===== src/hw/rgb_pwm_defs.svh =====
// Constants for the three-channel brightness-modulated PWM generator
`ifndef RGB_PWM_DEFS_SVH
`define RGB_PWM_DEFS_SVH
`define TICK_CYCLES 16'h00C8
`define LEVEL_TOP_RST 4'h8
`define BRIGHT_TOP_RST 8'h32
`define LEVEL_ZERO 4'h0
`define BRIGHT_ZERO 8'h00
`define TICK_ZERO 16'h0000
`define TICK_ONE 16'h0001
`define LEVEL_ONE 4'h1
`define BRIGHT_ONE 8'h01
`define CHAN_RED 0
`define CHAN_GREEN 1
`define CHAN_BLUE 2
`endif


===== src/hw/rgb_pwm_pkg.sv =====
// Types for the three-channel brightness-modulated PWM generator
package rgb_pwm_pkg;
  typedef struct packed {
    logic [3:0] red;
    logic [3:0] green;
    logic [3:0] blue;
  } color_s;
  typedef struct packed {
    color_s color;
    logic [7:0] brightness;
    logic [3:0] levelTop;
    logic [7:0] brightTop;
  } setting_s;
endpackage : rgb_pwm_pkg


===== src/hw/rgb_brightness_pwm.sv =====
// Three-channel PWM generator with a shared brightness gate
// Overview of operation
// - Each channel intensity is set only by its output duty cycle.
// - Outputs are active low; low lights the LED, high darkens it.
// - One brightness gate applies identically to all three channels.
// - Level counter increments per tick, wraps to zero past its top.
// - Compare sets duty, level top sets period, independently.
// - All channels share one level counter, each with own compare.
// - On level wrap every output with a nonzero level turns on unless the gate forces off.
// - Channel on until count equals its level; full level stays on.
// - Brightness counter increments once per level counter wrap.
// - At brightness threshold all outputs off until brightness wraps.
// - After brightness wrap, outputs follow level comparisons again.
// - Level top 5 counts 0..5, six steps; counters start at zero.
// - Brightness top 7 counts 0..7, eight level periods.
// - Output and brightness rates should exceed 50 Hz.
// - Default level full scale 8, brightness full scale 50.
// - Counter tick every 200 system clock cycles.
// - Applying new settings clears counters and darkens outputs first.
//
// Design decisions made here: the register offsets and the address-and-strobe port.
`timescale 1ns/1ps
`include "rgb_pwm_defs.svh"
module rgb_brightness_pwm #(
  parameter logic [15:0] TICK_CYCLES = `TICK_CYCLES
) (
  // Clock and reset
  input wire logic clk_sys,
  input wire logic resetn,
  // Settings
  input wire rgb_pwm_pkg::setting_s setting,
  input wire logic applyStrobe,
  input wire logic runEnable,
  // Register port
  input wire logic [1:0] regAddr,
  input wire logic [15:0] regWdata,
  input wire logic regWrite,
  input wire logic regRead,
  output logic [15:0] regRdata,
  // LED switch drives, active low
  output logic redDriveN,
  output logic greenDriveN,
  output logic blueDriveN,
  // Status
  output logic [3:0] levelCount,
  output logic [7:0] brightCount
);
  import rgb_pwm_pkg::*;

  typedef enum logic [2:0] {
    ST_IDLE = 3'b001,
    ST_LOAD = 3'b010,
    ST_RUN = 3'b100
  } gen_state_e;

  gen_state_e state;
  gen_state_e next_state;
  setting_s active;
  logic [15:0] tickCount;
  logic tick;
  logic levelWrap;
  logic brightWrap;
  logic gateOff;
  logic [2:0] chanOn;
  logic [3:0] chanLevel [3];
  logic applyReq;
  logic regEnable;
  logic allDark;
  logic runOn;
  logic [15:0] tickSpacing;
  logic tickArmed;

  // Register 0: control (bit0 enable, bit1 apply); 1: counters; 2: state
  always_ff @(posedge clk_sys or negedge resetn)
  begin
    if (!resetn)
      regEnable <= 1'b0;
    else if (regWrite && regAddr == 2'h0)
      regEnable <= regWdata[0];
  end

  assign applyReq = applyStrobe | (regWrite && regAddr == 2'h0
    && regWdata[1]);

  always_ff @(posedge clk_sys or negedge resetn)
  begin
    if (!resetn)
      regRdata <= 16'h0000;
    else if (regRead)
    begin
      unique case (regAddr)
        2'h0: regRdata <= {14'h0000, 1'b0, regEnable};
        2'h1: regRdata <= {4'h0, levelCount, brightCount};
        2'h2: regRdata <= {13'h0000, state};
        default: regRdata <= 16'h0000;
      endcase
    end
  end

  // Generation sequencer
  always_comb
  begin
    next_state = state;
    unique case (state)
      ST_IDLE:
      begin
        if (applyReq)
          next_state = ST_LOAD;
        else if (runEnable || regEnable)
          next_state = ST_RUN;
      end
      ST_LOAD:
        next_state = ST_IDLE;
      ST_RUN:
      begin
        if (applyReq)
          next_state = ST_LOAD;
        else if (!(runEnable || regEnable))
          next_state = ST_IDLE;
      end
      default:
        next_state = ST_IDLE;
    endcase
  end

  always_ff @(posedge clk_sys or negedge resetn)
  begin
    if (!resetn)
      state <= ST_IDLE;
    else
      state <= next_state;
  end

  // Active settings, captured on apply
  always_ff @(posedge clk_sys or negedge resetn)
  begin
    if (!resetn)
    begin
      active.color <= '0;
      active.brightness <= `BRIGHT_ZERO;
      active.levelTop <= `LEVEL_TOP_RST;
      active.brightTop <= `BRIGHT_TOP_RST;
    end
    else if (applyReq)
      active <= setting;
  end

  // Constant-rate tick
  always_ff @(posedge clk_sys or negedge resetn)
  begin
    if (!resetn)
      tickCount <= `TICK_ZERO;
    else if (state != ST_RUN || tick)
      tickCount <= `TICK_ZERO;
    else
      tickCount <= tickCount + `TICK_ONE;
  end

  assign tick = (state == ST_RUN) && (tickCount == TICK_CYCLES - `TICK_ONE);
  assign levelWrap = tick && (levelCount >= active.levelTop);
  assign brightWrap = levelWrap && (brightCount >= active.brightTop);

  // Shared level counter
  always_ff @(posedge clk_sys or negedge resetn)
  begin
    if (!resetn)
      levelCount <= `LEVEL_ZERO;
    else if (state != ST_RUN)
      levelCount <= `LEVEL_ZERO;
    else if (levelWrap)
      levelCount <= `LEVEL_ZERO;
    else if (tick)
      levelCount <= levelCount + `LEVEL_ONE;
  end

  // Brightness counter
  always_ff @(posedge clk_sys or negedge resetn)
  begin
    if (!resetn)
      brightCount <= `BRIGHT_ZERO;
    else if (state != ST_RUN)
      brightCount <= `BRIGHT_ZERO;
    else if (brightWrap)
      brightCount <= `BRIGHT_ZERO;
    else if (levelWrap)
      brightCount <= brightCount + `BRIGHT_ONE;
  end

  assign gateOff = brightCount >= active.brightness;

  assign chanLevel[`CHAN_RED] = active.color.red;
  assign chanLevel[`CHAN_GREEN] = active.color.green;
  assign chanLevel[`CHAN_BLUE] = active.color.blue;

  // Per-channel compare against shared count
  for (genvar c = 0; c < 3; c++)
  begin : g_chan
    assign chanOn[c] = (state == ST_RUN) && !gateOff
      && (levelCount < chanLevel[c]);
  end

  // Active-low drives, registered
  always_ff @(posedge clk_sys or negedge resetn)
  begin
    if (!resetn)
    begin
      redDriveN <= 1'b1;
      greenDriveN <= 1'b1;
      blueDriveN <= 1'b1;
    end
    else
    begin
      redDriveN <= ~chanOn[`CHAN_RED];
      greenDriveN <= ~chanOn[`CHAN_GREEN];
      blueDriveN <= ~chanOn[`CHAN_BLUE];
    end
  end

  // Checker helpers, read only by the assertions below
  assign allDark = redDriveN && greenDriveN && blueDriveN;
  assign runOn = runEnable || regEnable;

  // Free count of cycles between two ticks
  always_ff @(posedge clk_sys or negedge resetn)
  begin
    if (!resetn)
      tickSpacing <= `TICK_ZERO;
    else if (tick)
      tickSpacing <= `TICK_ZERO;
    else
      tickSpacing <= tickSpacing + `TICK_ONE;
  end

  // Armed after a tick, dropped whenever generation stops
  always_ff @(posedge clk_sys or negedge resetn)
  begin
    if (!resetn)
      tickArmed <= 1'b0;
    else if (state != ST_RUN)
      tickArmed <= 1'b0;
    else if (tick)
      tickArmed <= 1'b1;
  end
endmodule : rgb_brightness_pwm


===== config.mk =====
export PLATFORM = sky130hd
export DESIGN_NAME = rgb_brightness_pwm
export DESIGN_NICKNAME = d
export VERILOG_FILES = /design/src/hw/rgb_pwm_pkg.sv /design/src/hw/rgb_brightness_pwm.sv
export VERILOG_INCLUDE_DIRS = /design/src /design/src/hw
export SDC_FILE = /design/constraint.sdc
export NUM_CORES = 1
export LEC_CHECK = 0
export BUFFER_PORTS_ARGS = -buffer_cell sky130_fd_sc_hd__buf_2
export CELL_PAD_IN_SITES_DETAIL_PLACEMENT = 0
export CELL_PAD_IN_SITES_GLOBAL_PLACEMENT = 2
export CORE_MARGIN = 3
export CORE_UTILIZATION = 27
export CTS_BUF_LIST = sky130_fd_sc_hd__clkbuf_2 sky130_fd_sc_hd__clkbuf_4 sky130_fd_sc_hd__clkbuf_8
export CTS_CLUSTER_DIAMETER = 150
export DETAILED_ROUTE_END_ITERATION = 7
export PLACE_DENSITY_LB_ADDON = 0.05
export SYNTH_ARGS = -nofsm -noshare
export SYNTH_HDL_FRONTEND = slang
export SYNTH_SLANG_ARGS = --single-unit

===== constraint.sdc =====
create_clock -name clk_sys -period 2.7 [get_ports clk_sys]
set_input_delay 0.405 -clock clk_sys [delete_from_list [all_inputs] [get_ports clk_sys]]
set_output_delay 0.405 -clock clk_sys [all_outputs]
set_load 0.005 [all_outputs]

==> impl_summary.log, run 1 <==
[metrics] result of the run: complete, no violations
[metrics] commonest non-fill, non-tap cell in the layout: dfrtp_1
[metrics] proportion of power drawn by combinational gates: 13.7%
[metrics] pin count of the biggest net entering global routing: a little under 80
[metrics] destination of the critical timing path: brightCount[5]$_DFFE_PN0P_
[metrics] area occupied by multi-input gates: 0.002007 mm²
[metrics] first-iteration detailed-routing DRC count: 94
[metrics] most used cells in the layout excluding fill and tap cells: 71 x dfrtp_1, 67 x buf_2, 43 x inv_1
[metrics] portion of total power attributed to the clock network: between 30% and 40%
[metrics] gate count after technology mapping: 402
[metrics] Worst EP arrival: 2.34 ns
[metrics] CP Max Fanout: 13
[metrics] half-perimeter wire length of the detailed placement result: 7275 µm
[metrics] total global routing track utilization: 12.91%
[metrics] worst-path cell with the longest stage delay: dfrtp_1
[metrics] Total Die Area: 0.01712 mm²
[metrics] Yosys Warn Count: 0
[metrics] area growth from synthesis to layout: 18.26%
[metrics] final antenna-violating net count: 0
[metrics] Worst Max-Slew Pin Slew: 1.020 ns
[metrics] antenna violations before repair: 0
[metrics] number of cells traversed by the worst register-to-register path: 8
[metrics] Distinct cells, synth: a little over 50
[metrics] Post-synth ARST share: 100.0%
[metrics] via-per-instance ratio: 4.651
[metrics] Int Pwr: 1.886 mW
[metrics] number of vias after detailed routing: 3102
[metrics] Hold Buf Count CTS: 0
[metrics] Avg Inst Size Synth: 10.47 µm²
[metrics] clock latency of the later-clocked register in the worst-skew pair: 0.36 ns
[metrics] Peak VDD IR: between 0.2 and 0.3 mV
[metrics] launching point of the worst reg2reg path: brightCount[0]$_DFFE_PN0P_
[metrics] clock tree from TritonCTS: yes
[metrics] final net count: between 500 and 600
[metrics] switching part of the total power: 26.02%
[metrics] total of fill cells in the finished design: 1574
[metrics] number of hold violations in the final report: 0
[metrics] count of H-tree levels built during CTS: 3
[metrics] drt pass-1 iters: 6
[metrics] upper clock frequency limit: 481.5 MHz
[metrics] Switching Power: 0.6633 mW
[metrics] Leak: 2.384 nW
[metrics] Post-synth EDFFs: 0
[metrics] Critical Path Max Stage Delay: 0.48 ns
[metrics] Die X-Extent: approximately 130 µm
[metrics] critical path launch point type: flip-flop
[metrics] Bufs on Longest Clock Path: 2
[metrics] unrepaired setup endpoints after global routing: false
[metrics] Worst-path clk slew: ~0.080 ns
[metrics] CP Capture Type: flip-flop
[metrics] fraction of power consumed by sequential logic: between 50 and 60%
[metrics] ys flop type: dfrtp_1
[metrics] core box area: about 0.015 mm²
[metrics] power after layout: 2.549 mW
[metrics] fraction of the core area covered by cells at the end of the flow: 33.48%
[metrics] sequential area share after synthesis: 47.22%
[metrics] proportion of layout cells with a drive suffix above 1: 30.02%
[metrics] area of all sequential standard cells: 0.001987 mm²
[metrics] antenna diode count: 0
[metrics] fin crit share: about 77%
[metrics] IO Port Bufs: 68
[metrics] wirelength, routed: roughly 10000 µm
[metrics] clock tree sinks: 79
[metrics] setup violators final: 0
[metrics] reg2reg end: brightCount[5]$_DFFE_PN0P_
[metrics] global-route wire length before repair: 16660 µm
[metrics] worst slack at placement: 0.6122 ns
[metrics] final routed DRC violation total: 0
[metrics] cell area reported after detailed placement: ~0.0048 mm²
[metrics] floorplan die height: 130.8 µm
[metrics] via count of the first global-routing pass: approximately 3200
[metrics] placer congestion estimate: 0.7515
[metrics] fin worst setup slack: a little over 0.6 ns
[metrics] I/O Pins: 87
[metrics] Initial Util: 28.31%
[metrics] critical setup path kind: flip-flop to flip-flop
[metrics] required time at the worst-slack endpoint: 2.96 ns
[metrics] FF-to-FF setup slack: ~0.62 ns
[metrics] ordered cell list for the critical path: inv_1, ha_1, nor2b_1, o21ai_0, a211oi_2, buf_4, a31oi_1, a311oi_1
[metrics] final critical-path required period: 2.077 ns
[metrics] Final TNS setup: 0 ns
[metrics] post-CTS setup buffer count: 0
[metrics] register bit total from synthesis: slightly below 80
[metrics] pwr dens: 512.3 mW/mm²
[metrics] Setup Skew: 0.008724 ns
[metrics] number of rows created at floorplan: 44
[metrics] residual overflow from global routing: 0
[metrics] count of pins over their slew limit: 0
[metrics] relative slew slack: between 30% and 40%
[metrics] number of buffers inserted during clock tree synthesis: 9
[metrics] Critical Path Start: brightCount[0]$_DFFE_PN0P_
[metrics] Tightest Hold Check Type: input port to asynchronous set/reset pin
[metrics] final instance area: 0.004976 mm²
[metrics] total standard cell area after synthesis: roughly 0.0042 mm²
[metrics] CTS Root Cell: clkbuf_8
[metrics] DR WL/cell: 15.36 µm
[metrics] Resized Gates After CTS: 0
[metrics] max_cap viols: 0
-- power groups by stage --
stage | Clock (mW) | Combinational, mW | Sequential [mW]
3_5_place_dp | 0 | 0.360 | 1.37
2_1_floorplan | 0 | 0.237 | 1.35
5_1_grt | 0.973 | 0.407 | 1.35
6_report | 0.862 | 0.348 | 1.34
3_3_place_gp | 0 | 0.356 | 1.36
4_1_cts | 0.930 | 0.362 | 1.34
-- synthesized netlist by cell type (all sizes together), types with 2 or more instances --
cell / instances / area share [%]
nand2b: 9 / 1.3
nand3: 15 / 1.8
a22oi: 4 / 0.83
a21o: 9 / 1.6
nand4: 7 / 1.2
buf: 10 / 1.4
o31ai: 2 / 0.36
a21oi: 20 / 2.5
dfstp: 8 / 5.0
o21ai: 20 / 2.4
clkbuf: 3 / 0.27
mux2: 33 / 8.8
and3: 6 / 0.92
xor2: 8 / 1.7
nor3: 6 / 0.83
inv: 43 / 3.8
nor4: 5 / 1.2
or3: 3 / 0.56
ha: 32 / 9.5
dfrtp: 71 / 42
nor3b: 3 / 0.54
nor2b: 6 / 0.89
nor2: 28 / 2.5
nand2: 21 / 1.9
a211oi: 6 / 1.2
o21a: 2 / 0.36
a31oi: 3 / 0.45
xnor2: 6 / 1.2
-- cell type report --
cell class / instances / area share, %
multi-input combinational: 270 / 40.33
sequential: 79 / 39.93
timing repair buffer: 76 / 8.097
tap: 184 / 4.627
clock buffer: 15 / 3.772
inverter: 43 / 3.244
-- cell families after synthesis --
logic type	after synthesis	share of synthesized area [%]
and+or+nand+nor	117	15.43
DFF	79	47.22
AOI/OAI and AO/OA	69	10.23
buffers and inverters	56	5.531
muxes	34	9.069
adders and majority gates	32	9.515
xor gates and xnor gates	14	2.914
other	1	0.08912
-- per-layer routing --
| layer | GRT usage [%] | wire length [µm] |
|---|---|---|
| met2 | 21.07 | 4854 |
| met4 | 3.630 | 121 |
| met5 | 0 | 0 |
| met1 | 16.51 | 4815 |
| met3 | 4.065 | 455 |
-- registers in the layout (all words and copies together) (netlist names) --
signal,cells
regEnable,1
tickCount,16
greenDriveN,1
state,3
levelCount,4
regRdata,12
active,32
blueDriveN,1
brightCount,8
redDriveN,1
-- how the worst min path moves through the flow --
stage                           startpoint                      end  cells after the start
floorplan                           resetn    active[0]$_DFFE_PN0P_                      0
global placement    tickCount[0]$_DFF_PN0_   tickCount[0]$_DFF_PN0_                      1
detailed placement  tickCount[0]$_DFF_PN0_   tickCount[0]$_DFF_PN0_                      1
CTS                             setting[3]    active[3]$_DFFE_PN0P_                      2
global route                   setting[28]   active[28]$_DFFE_PN0P_                      2
finish                              resetn  regRdata[1]$_DFFE_PN0P_                      1
-- through the flow --
stage          cells  hold slack (ns)
5_1_grt          667           0.2336
2_1_floorplan    405           0.1094
4_1_cts          667           0.2342
6_report         667           0.2161
3_3_place_gp     652           0.4385
3_5_place_dp     652           0.4430
-- worst max-delay path: cells and delay by family, from the launching register on --
kind                       cells  cell delay, ns
and+or+nand+nor                1            0.11
adders and majority gates      1            0.31
buffers and inverters          2            0.35
AOI/OAI and AO/OA              4            0.71
DFF                            1            0.48
(Power assumes the default switching activity.)
==> run 2: changes to the inputs <==
--- a/config.mk
+++ b/config.mk
@@ -6,6 +6,7 @@
 export SDC_FILE = /design/constraint.sdc
 export NUM_CORES = 1
 export LEC_CHECK = 0
+export ABC_AREA = 1
 export BUFFER_PORTS_ARGS = -buffer_cell sky130_fd_sc_hd__buf_2
 export CELL_PAD_IN_SITES_DETAIL_PLACEMENT = 0
 export CELL_PAD_IN_SITES_GLOBAL_PLACEMENT = 2
==> constraint.sdc (replaced) <==
create_clock -name clk_sys -period 1.94 [get_ports clk_sys]
set_input_delay 0.291 -clock clk_sys [delete_from_list [all_inputs] [get_ports clk_sys]]
set_output_delay 0.291 -clock clk_sys [all_outputs]
set_load 0.005 [all_outputs]
==> run 2 against run 1 <==
Final cell count up 21%. Synthesized area up 1.8%. Sequential share of layout area down 1.4 points. Fmax up 22%. Register-to-register slack worse by 0.39 ns. Cell area up 3.6%. Count of clock-buffer cells in the layout down 6. Non-clock buffer count up 5. Clock skew down 0.0030 ns. Via count up 13%. Total power up 47%. Sequential power up 37%. Highest routed layer unchanged.
==> impl_summary.log, run 2 <==
[metrics] number of rows created at floorplan: 45
[metrics] IO Port Bufs: 68
[metrics] launching point of the worst reg2reg path: active[11]$_DFFE_PN1P_
[metrics] Worst Max-Slew Pin Slew: 0.8636 ns
[metrics] clock latency of the later-clocked register in the worst-skew pair: 0.36 ns
[metrics] fin worst setup slack: 0.2368 ns
[metrics] flip-flop count of the largest register after layout: 32
[metrics] fin crit share: 87.79%
[metrics] core box area: 0.01537 mm²
[metrics] number of buffers inserted during clock tree synthesis: 9
[metrics] leading cell type by number of instances after synthesis: nand2_1
[metrics] via-per-instance ratio: 4.341
[metrics] gate count after technology mapping: approximately 510
[metrics] Non-Filler Instances: ~810
[metrics] Avg Inst Size Synth: roughly 8.4 µm²
[metrics] post-placement cell count: 790
[metrics] CP Capture Type: flip-flop
[metrics] critical path launch point type: flip-flop
[metrics] register bit total from synthesis: 79
[metrics] source of the worst hold timing path: setting[25]
[metrics] count of pins over their slew limit: 0
[metrics] clock tree sinks: 79
[metrics] result of the run: complete, no violations
[metrics] Worst-path clk slew: 0.09 ns
[metrics] Distinct cells, synth: 39
[metrics] ys flop type: dfrtp_1
[metrics] Yosys Warn Count: 0
[metrics] pwr dens: ~730 mW/mm²
[metrics] reg2reg end: brightCount[6]$_DFFE_PN0P_
[metrics] power after layout: 3.738 mW
[metrics] share of the synthesized area in the top cell type: about 41%
[metrics] commonest non-fill, non-tap cell in the layout: nand2_1
[metrics] Leak: 2.698 nW
[metrics] I/O Pins: slightly below 90
[metrics] Critical Path Max Stage Delay: ~0.52 ns
[metrics] Final TNS setup: 0 ns
[metrics] half-perimeter wire length of the detailed placement result: around 8200 µm
[metrics] terminating pin of the worst hold path: active[25]$_DFFE_PN0P_
[metrics] unrepaired setup endpoints after global routing: false
[metrics] total global routing track utilization: 13.12%
[metrics] worst-path cell with the longest stage delay: dfstp_2
[metrics] worst slack at placement: 0.1718 ns
[metrics] upper clock frequency limit: 587.1 MHz
[metrics] clock tree from TritonCTS: yes
[metrics] Total Die Area: 0.01742 mm²
[metrics] CTS Root Cell: clkbuf_8
[metrics] area of all sequential standard cells: 0.001987 mm²
[metrics] library cell with the largest summed area after synthesis: dfrtp_1
[metrics] CP Max Fanout: 5
[metrics] DR WL/cell: 13.51 µm
[metrics] antenna violations before repair: 0
[metrics] total of fill cells in the finished design: 1671
[metrics] Post-synth ARST share: 100.0%
[metrics] placer congestion estimate: 0.7294
[metrics] Worst EP arrival: roughly 2.0 ns
[metrics] sequential area share after synthesis: 46.36%
[metrics] drt pass-1 iters: 4
[metrics] critical setup path kind: flip-flop to flip-flop
[metrics] total standard cell area after synthesis: about 0.0043 mm²
[metrics] Die X-Extent: 132.0 µm
[metrics] pin count of the biggest net entering global routing: 50
[metrics] Tightest Hold Check Type: input port to flip-flop
[metrics] final antenna-violating net count: 0
[metrics] final critical-path required period: 1.703 ns
[metrics] ordered cell list for the critical path: inv_1, ha_1, nand2_1, inv_1, nand3_1, nand3_2, inv_2, nor2_4, nand2_2, o21ai_1
[metrics] Hold Crit Depth: 3
[metrics] via count of the first global-routing pass: 3488
[metrics] final net count: 679
[metrics] Initial Util: about 28%
[metrics] residual overflow from global routing: 0
[metrics] max_cap viols: 0
[metrics] Bufs on Longest Clock Path: 2
[metrics] antenna diode count: 0
[metrics] post-CTS setup buffer count: 0
[metrics] area occupied by multi-input gates: 0.001903 mm²
[metrics] proportion of layout cells with a drive suffix above 1: 21.81%
[metrics] number of hold violations in the final report: 0
[metrics] Top cell by count, worst path: inv_1
[metrics] area growth from synthesis to layout: 20.26%
[metrics] global-route wire length before repair: around 18000 µm
[metrics] final routed DRC violation total: 0
[metrics] fraction of the core area covered by cells at the end of the flow: 33.53%
[metrics] required time at the worst-slack endpoint: between 2 and 2.5 ns
[metrics] Post-synth EDFFs: 0
[metrics] top cells by area, synth: dfrtp_1 41%, ha_1 9.3%, nand2_1 8.5%
[metrics] ranking of synthesized cells by instance count: 97 x nand2_1, 82 x inv_1, 71 x dfrtp_1, 47 x o21ai_0
[metrics] number of cells traversed by the worst register-to-register path: 10
[metrics] top register by number of flip-flops: active
[metrics] Peak VDD IR: 0.2534 mV
[metrics] wirelength, routed: 10900 µm
[metrics] floorplan die height: 132.0 µm
[metrics] setup violators final: 0
[metrics] number of vias after detailed routing: 3503
[metrics] most used cells in the layout excluding fill and tap cells: 96 x nand2_1, 81 x inv_1, 71 x dfrtp_1
[metrics] biggest regs: active (32), tickCount (16), regRdata (12)
[metrics] FF-to-FF setup slack: 0.24 ns
[metrics] count of H-tree levels built during CTS: 3
[metrics] Setup Skew: 0.005727 ns
[metrics] first-iteration detailed-routing DRC count: ~120
[metrics] relative slew slack: 42.21%
==> run 2: what timing repair did <==
action                                 in CTS  in global routing
setup endpoints to repair                   0                  3
hold buffers                                1                  0
gates resized for setup                     0                  2
endpoints found under the hold margin      27                  0
==> run 2: worst max-delay path by stage <==
stage / startpoint / end / depth (start not counted)
after global placement: active[11]$_DFFE_PN1P_ / brightCount[3]$_DFFE_PN0P_ / 10
after global routing: active[11]$_DFFE_PN1P_ / brightCount[6]$_DFFE_PN0P_ / 10
after detailed placement: active[11]$_DFFE_PN1P_ / brightCount[6]$_DFFE_PN0P_ / 10
after floorplan: active[1]$_DFFE_PN1P_ / brightCount[3]$_DFFE_PN0P_ / 9
final: active[11]$_DFFE_PN1P_ / brightCount[6]$_DFFE_PN0P_ / 10
after CTS: active[11]$_DFFE_PN1P_ / brightCount[3]$_DFFE_PN0P_ / 10
==> run 2: per-layer routing <==
layer	global-route usage (%)	up-vias	wire length, µm
met4	3.851	0	132
li1	-	1803	-
met2	21.98	37	5381
met3	3.053	12	334
met1	16.92	1651	5050
met5	0	-	0
==> run 2: layout make-up <==
class / instances / share of cell area, %
Clock inverter: 7 / 1.699
Tap cell: 211 / 5.123
Timing Repair Buffer: 81 / 9.080
Inverter: 85 / 6.215
Multi-Input combinational cell: 335 / 36.93
Sequential cell: 79 / 38.55
Clock buffer: 9 / 2.404
==> run 2: critical path: cells and delay by family, from the launching register on <==
family,cells,cell delay [ns]
adders and majority gates,1,0.28
DFF,1,0.52
and+or+nand+nor,5,0.51
AOI/OAI and AO/OA,1,0.13
buffers and inverters,3,0.19
==> run 2: kinds of logic after synthesis <==
| group | synth area share (%) |
|---|---|
| fa+ha+maj | 9.343 |
| compound gates | 11.27 |
| buf+inv | 9.664 |
| simple gates | 21.64 |
| flops | 46.36 |
| other cells | 0.08751 |
| xor+xnor | 1.635 |
==> run 2: metrics by stage <==
stage          hold WS, ns  area [µm²]
4_1_cts            0.09738        5149
3_5_place_dp        0.2656        4927
5_1_grt             0.1213        5154
2_1_floorplan    -0.004591        4297
6_report            0.1267        5154
3_3_place_gp        0.2631        4927
==> run 2: power breakdown <==
| part | internal [mW] | total [mW] | switching, mW | leakage (nW) |
|---|---|---|---|---|
| Combinational | 0.190 | 0.523 | 0.333 | 1.57 |
| Sequential | 1.79 | 1.84 | 0.0514 | 1.02 |
| Clock | 0.716 | 1.38 | 0.662 | 0.109 |
| Total | 2.69 | 3.74 | 1.05 | 2.70 |
==> run 3: changes to the inputs <==
--- a/config.mk
+++ b/config.mk
@@ -7,6 +7,7 @@
 export NUM_CORES = 1
 export LEC_CHECK = 0
 export ABC_AREA = 1
+export ABC_CLOCK_PERIOD_IN_PS = 2200
 export BUFFER_PORTS_ARGS = -buffer_cell sky130_fd_sc_hd__buf_2
 export CELL_PAD_IN_SITES_DETAIL_PLACEMENT = 0
 export CELL_PAD_IN_SITES_GLOBAL_PLACEMENT = 2
==> constraint.sdc (replaced) <==
create_clock -name clk_sys -period 2.2 [get_ports clk_sys]
set_input_delay 0.33 -clock clk_sys [delete_from_list [all_inputs] [get_ports clk_sys]]
set_output_delay 0.33 -clock clk_sys [all_outputs]
set_load 0.005 [all_outputs]
==> run 3 against run 2 <==
Final cell count shrank 0.25%. Core utilization down 0.22 points. Die area unchanged. Worst setup slack improved by 0.18 ns. First-iteration DRC count is 12% higher. Register-to-register slack better by 0.18 ns. Worst hold slack better by 0.038 ns. Non-clock buffer count fell by 2. Wire length is 1.7% lower. Flip-flop and latch count did not move. Sequential power decreased by 12%. Total power down 15%.
==> impl_summary.log, run 3 (same netlist as run 2, synthesis figures left out) <==
[metrics] source of the worst hold timing path: setting[25]
[metrics] Worst EP arrival: around 2.1 ns
[metrics] clock tree from TritonCTS: yes
[metrics] clock latency of the later-clocked register in the worst-skew pair: 0.37 ns
[metrics] Initial Util: 27.88%
[metrics] Switching Power: ~0.90 mW
[metrics] fraction of power consumed by sequential logic: 50.8%
[metrics] final antenna-violating net count: 0
[metrics] DR WL/cell: 13.30 µm
[metrics] setup violators final: 0
[metrics] worst-path cell with the longest stage delay: dfstp_2
[metrics] fin worst setup slack: between 0.4 and 0.5 ns
[metrics] critical path launch point type: flip-flop
[metrics] drt pass-1 iters: 5
[metrics] switching part of the total power: between 20% and 30%
[metrics] portion of total power attributed to the clock network: 35.1%
[metrics] reg2reg end: brightCount[6]$_DFFE_PN0P_
[metrics] critical setup path kind: flip-flop to flip-flop
[metrics] residual overflow from global routing: 0
[metrics] Die X-Extent: 132.0 µm
[metrics] Leak: 2.672 nW
[metrics] Peak VDD IR: between 0.2 and 0.3 mV
[metrics] I/O Pins: 87
[metrics] unrepaired setup endpoints after global routing: false
[metrics] proportion of power drawn by combinational gates: between 10% and 20%
[metrics] antenna diode count: 0
[metrics] Bufs on Longest Clock Path: 2
[metrics] final routed DRC violation total: 0
[metrics] placer congestion estimate: 0.7125
[metrics] Worst Max-Slew Pin Slew: between 0.8 and 0.9 ns
[metrics] upper clock frequency limit: around 560 MHz
[metrics] Total Die Area: 0.01742 mm²
[metrics] clock tree sinks: 79
[metrics] floorplan die height: 132.0 µm
[metrics] commonest non-fill, non-tap cell in the layout: nand2_1
[metrics] count of H-tree levels built during CTS: 3
[metrics] count of pins over their slew limit: 0
[metrics] half-perimeter wire length of the detailed placement result: 8017 µm
[metrics] Non-Filler Instances: 805
[metrics] final critical-path required period: 1.782 ns
[metrics] Setup Skew: 0.01284 ns
[metrics] pwr dens: 622.4 mW/mm²
[metrics] worst slack at placement: 0.3863 ns
[metrics] final net count: 677
[metrics] IO Port Bufs: 68
[metrics] number of rows created at floorplan: between 40 and 50
[metrics] launching point of the worst reg2reg path: active[11]$_DFFE_PN1P_
[metrics] Tightest Hold Check Type: input port to flip-flop
[metrics] buffers and inverters on the worst path: 3
[metrics] CP Capture Type: flip-flop
[metrics] pin count of the biggest net entering global routing: 49
[metrics] top register by number of flip-flops: active
[metrics] biggest regs: active (32), tickCount (16), regRdata (12)
[metrics] fin crit share: between 80 and 90%
[metrics] Resized Gates After CTS: 0
[metrics] Worst-path clk slew: 0.09 ns
[metrics] wirelength, routed: between 10000 and 15000 µm
[metrics] antenna violations before repair: 0
[metrics] required time at the worst-slack endpoint: 2.50 ns
[metrics] Critical Path Max Stage Delay: 0.52 ns
[metrics] number of buffers inserted during clock tree synthesis: 9
[metrics] first-iteration detailed-routing DRC count: 135
[metrics] max_cap viols: 0
[metrics] fraction of the core area covered by cells at the end of the flow: 33.31%
[metrics] FF-to-FF setup slack: 0.42 ns
[metrics] final hold slack: 0.1645 ns
[metrics] CTS Root Cell: clkbuf_8
[metrics] global-route wire length before repair: 17840 µm
[metrics] proportion of layout cells with a drive suffix above 1: 21.21%
[metrics] number of hold violations in the final report: 0
[metrics] Hold Crit Depth: 3
[metrics] area growth from synthesis to layout: 19.47%
[metrics] core box area: 0.01537 mm²
[metrics] relative slew slack: between 40% and 50%
[metrics] result of the run: complete, no violations
[metrics] via count of the first global-routing pass: 3428
[metrics] number of vias after detailed routing: ~3500
[metrics] number of cells traversed by the worst register-to-register path: 10
[metrics] flip-flop count of the largest register after layout: 32
[metrics] terminating pin of the worst hold path: active[25]$_DFFE_PN0P_
[metrics] Final TNS setup: 0 ns
[metrics] Int Pwr: ~2.3 mW
[metrics] cell class contributing the biggest share of worst-path delay: flip-flops
[metrics] post-placement cell count: 788
[metrics] total global routing track utilization: 12.86%
[metrics] CP Max Fanout: 5
[metrics] Top cell by count, worst path: inv_1
[metrics] via-per-instance ratio: 4.296
[metrics] most used cells in the layout excluding fill and tap cells: 96 x nand2_1, 82 x inv_1, 71 x dfrtp_1
[metrics] ordered cell list for the critical path: inv_1, ha_1, nand2_1, inv_1, nand3_1, nand3_1, inv_1, nor2_4, nand2_2, o21ai_1
==> run 3: tightest hold or removal path, delay by kind of cell <==
| family | cells | cell delay (ns) |
|---|---|---|
| buffers and inverters | 1 | 0.07 |
| and+or+nand+nor | 1 | 0.04 |
| AOI/OAI and AO/OA | 1 | 0.06 |
==> run 3: area by class of cell <==
cell class / instances / area [µm²]
Clock buffer: 10 / 137.6
Clock inverter: 6 / 60.06
Fill cell: 1663 / 10250
Inverter: 85 / 320.3
Multi-Input combinational cell: 335 / 1898
Sequential cell: 79 / 1987
Tap cell: 211 / 264.0
Timing Repair Buffer: 79 / 452.9
==> run 3: worst max-delay path by stage <==
stage,start,end,slack (ns),depth (start not counted)
floorplan,active[1]$_DFFE_PN1P_,brightCount[3]$_DFFE_PN0P_,0.58,9
global placement,tickCount[0]$_DFF_PN0_,tickCount[12]$_DFF_PN0_,0.42,10
detailed placement,active[11]$_DFFE_PN1P_,brightCount[6]$_DFFE_PN0P_,0.39,10
CTS,active[11]$_DFFE_PN1P_,brightCount[6]$_DFFE_PN0P_,0.37,10
global route,active[11]$_DFFE_PN1P_,brightCount[3]$_DFFE_PN0P_,0.20,10
finish,active[11]$_DFFE_PN1P_,brightCount[6]$_DFFE_PN0P_,0.42,10
==> run 3: timing repair <==
action	in CTS	in global routing
buffers inserted	0	0
endpoints found under the hold margin	27	0
endpoints found under the setup margin	0	0
hold buffers	1	0
==> run 3: stage by stage <==
| step | power [mW] | cell area, µm² |
|---|---|---|
| after detailed placement | 2.113 | 4912 |
| after global placement | 2.105 | 4912 |
| after floorplan | 1.936 | 4297 |
| after CTS | 3.277 | 5120 |
| after global routing | 3.405 | 5120 |
| final | 3.186 | 5120 |
==> run 3: per-layer routing <==
metal | vias up | track usage (%) | share of wire [%]
met5 | - | 0 | 0
met4 | 0 | 3.151 | 1.0
met3 | 6 | 3.817 | 3.5
met2 | 45 | 22.29 | 50
met1 | 1613 | 15.68 | 45
li1 | 1794 | - | -
==> run 3: power groups by stage <==
stage          registers (mW)  logic (mW)  clock network [mW]
2_1_floorplan            1.64       0.295                   0
3_3_place_gp             1.65       0.456                   0
3_5_place_dp             1.65       0.463                   0
4_1_cts                  1.62       0.466                1.19
5_1_grt                  1.63       0.528                1.24
6_report                 1.62       0.448                1.12
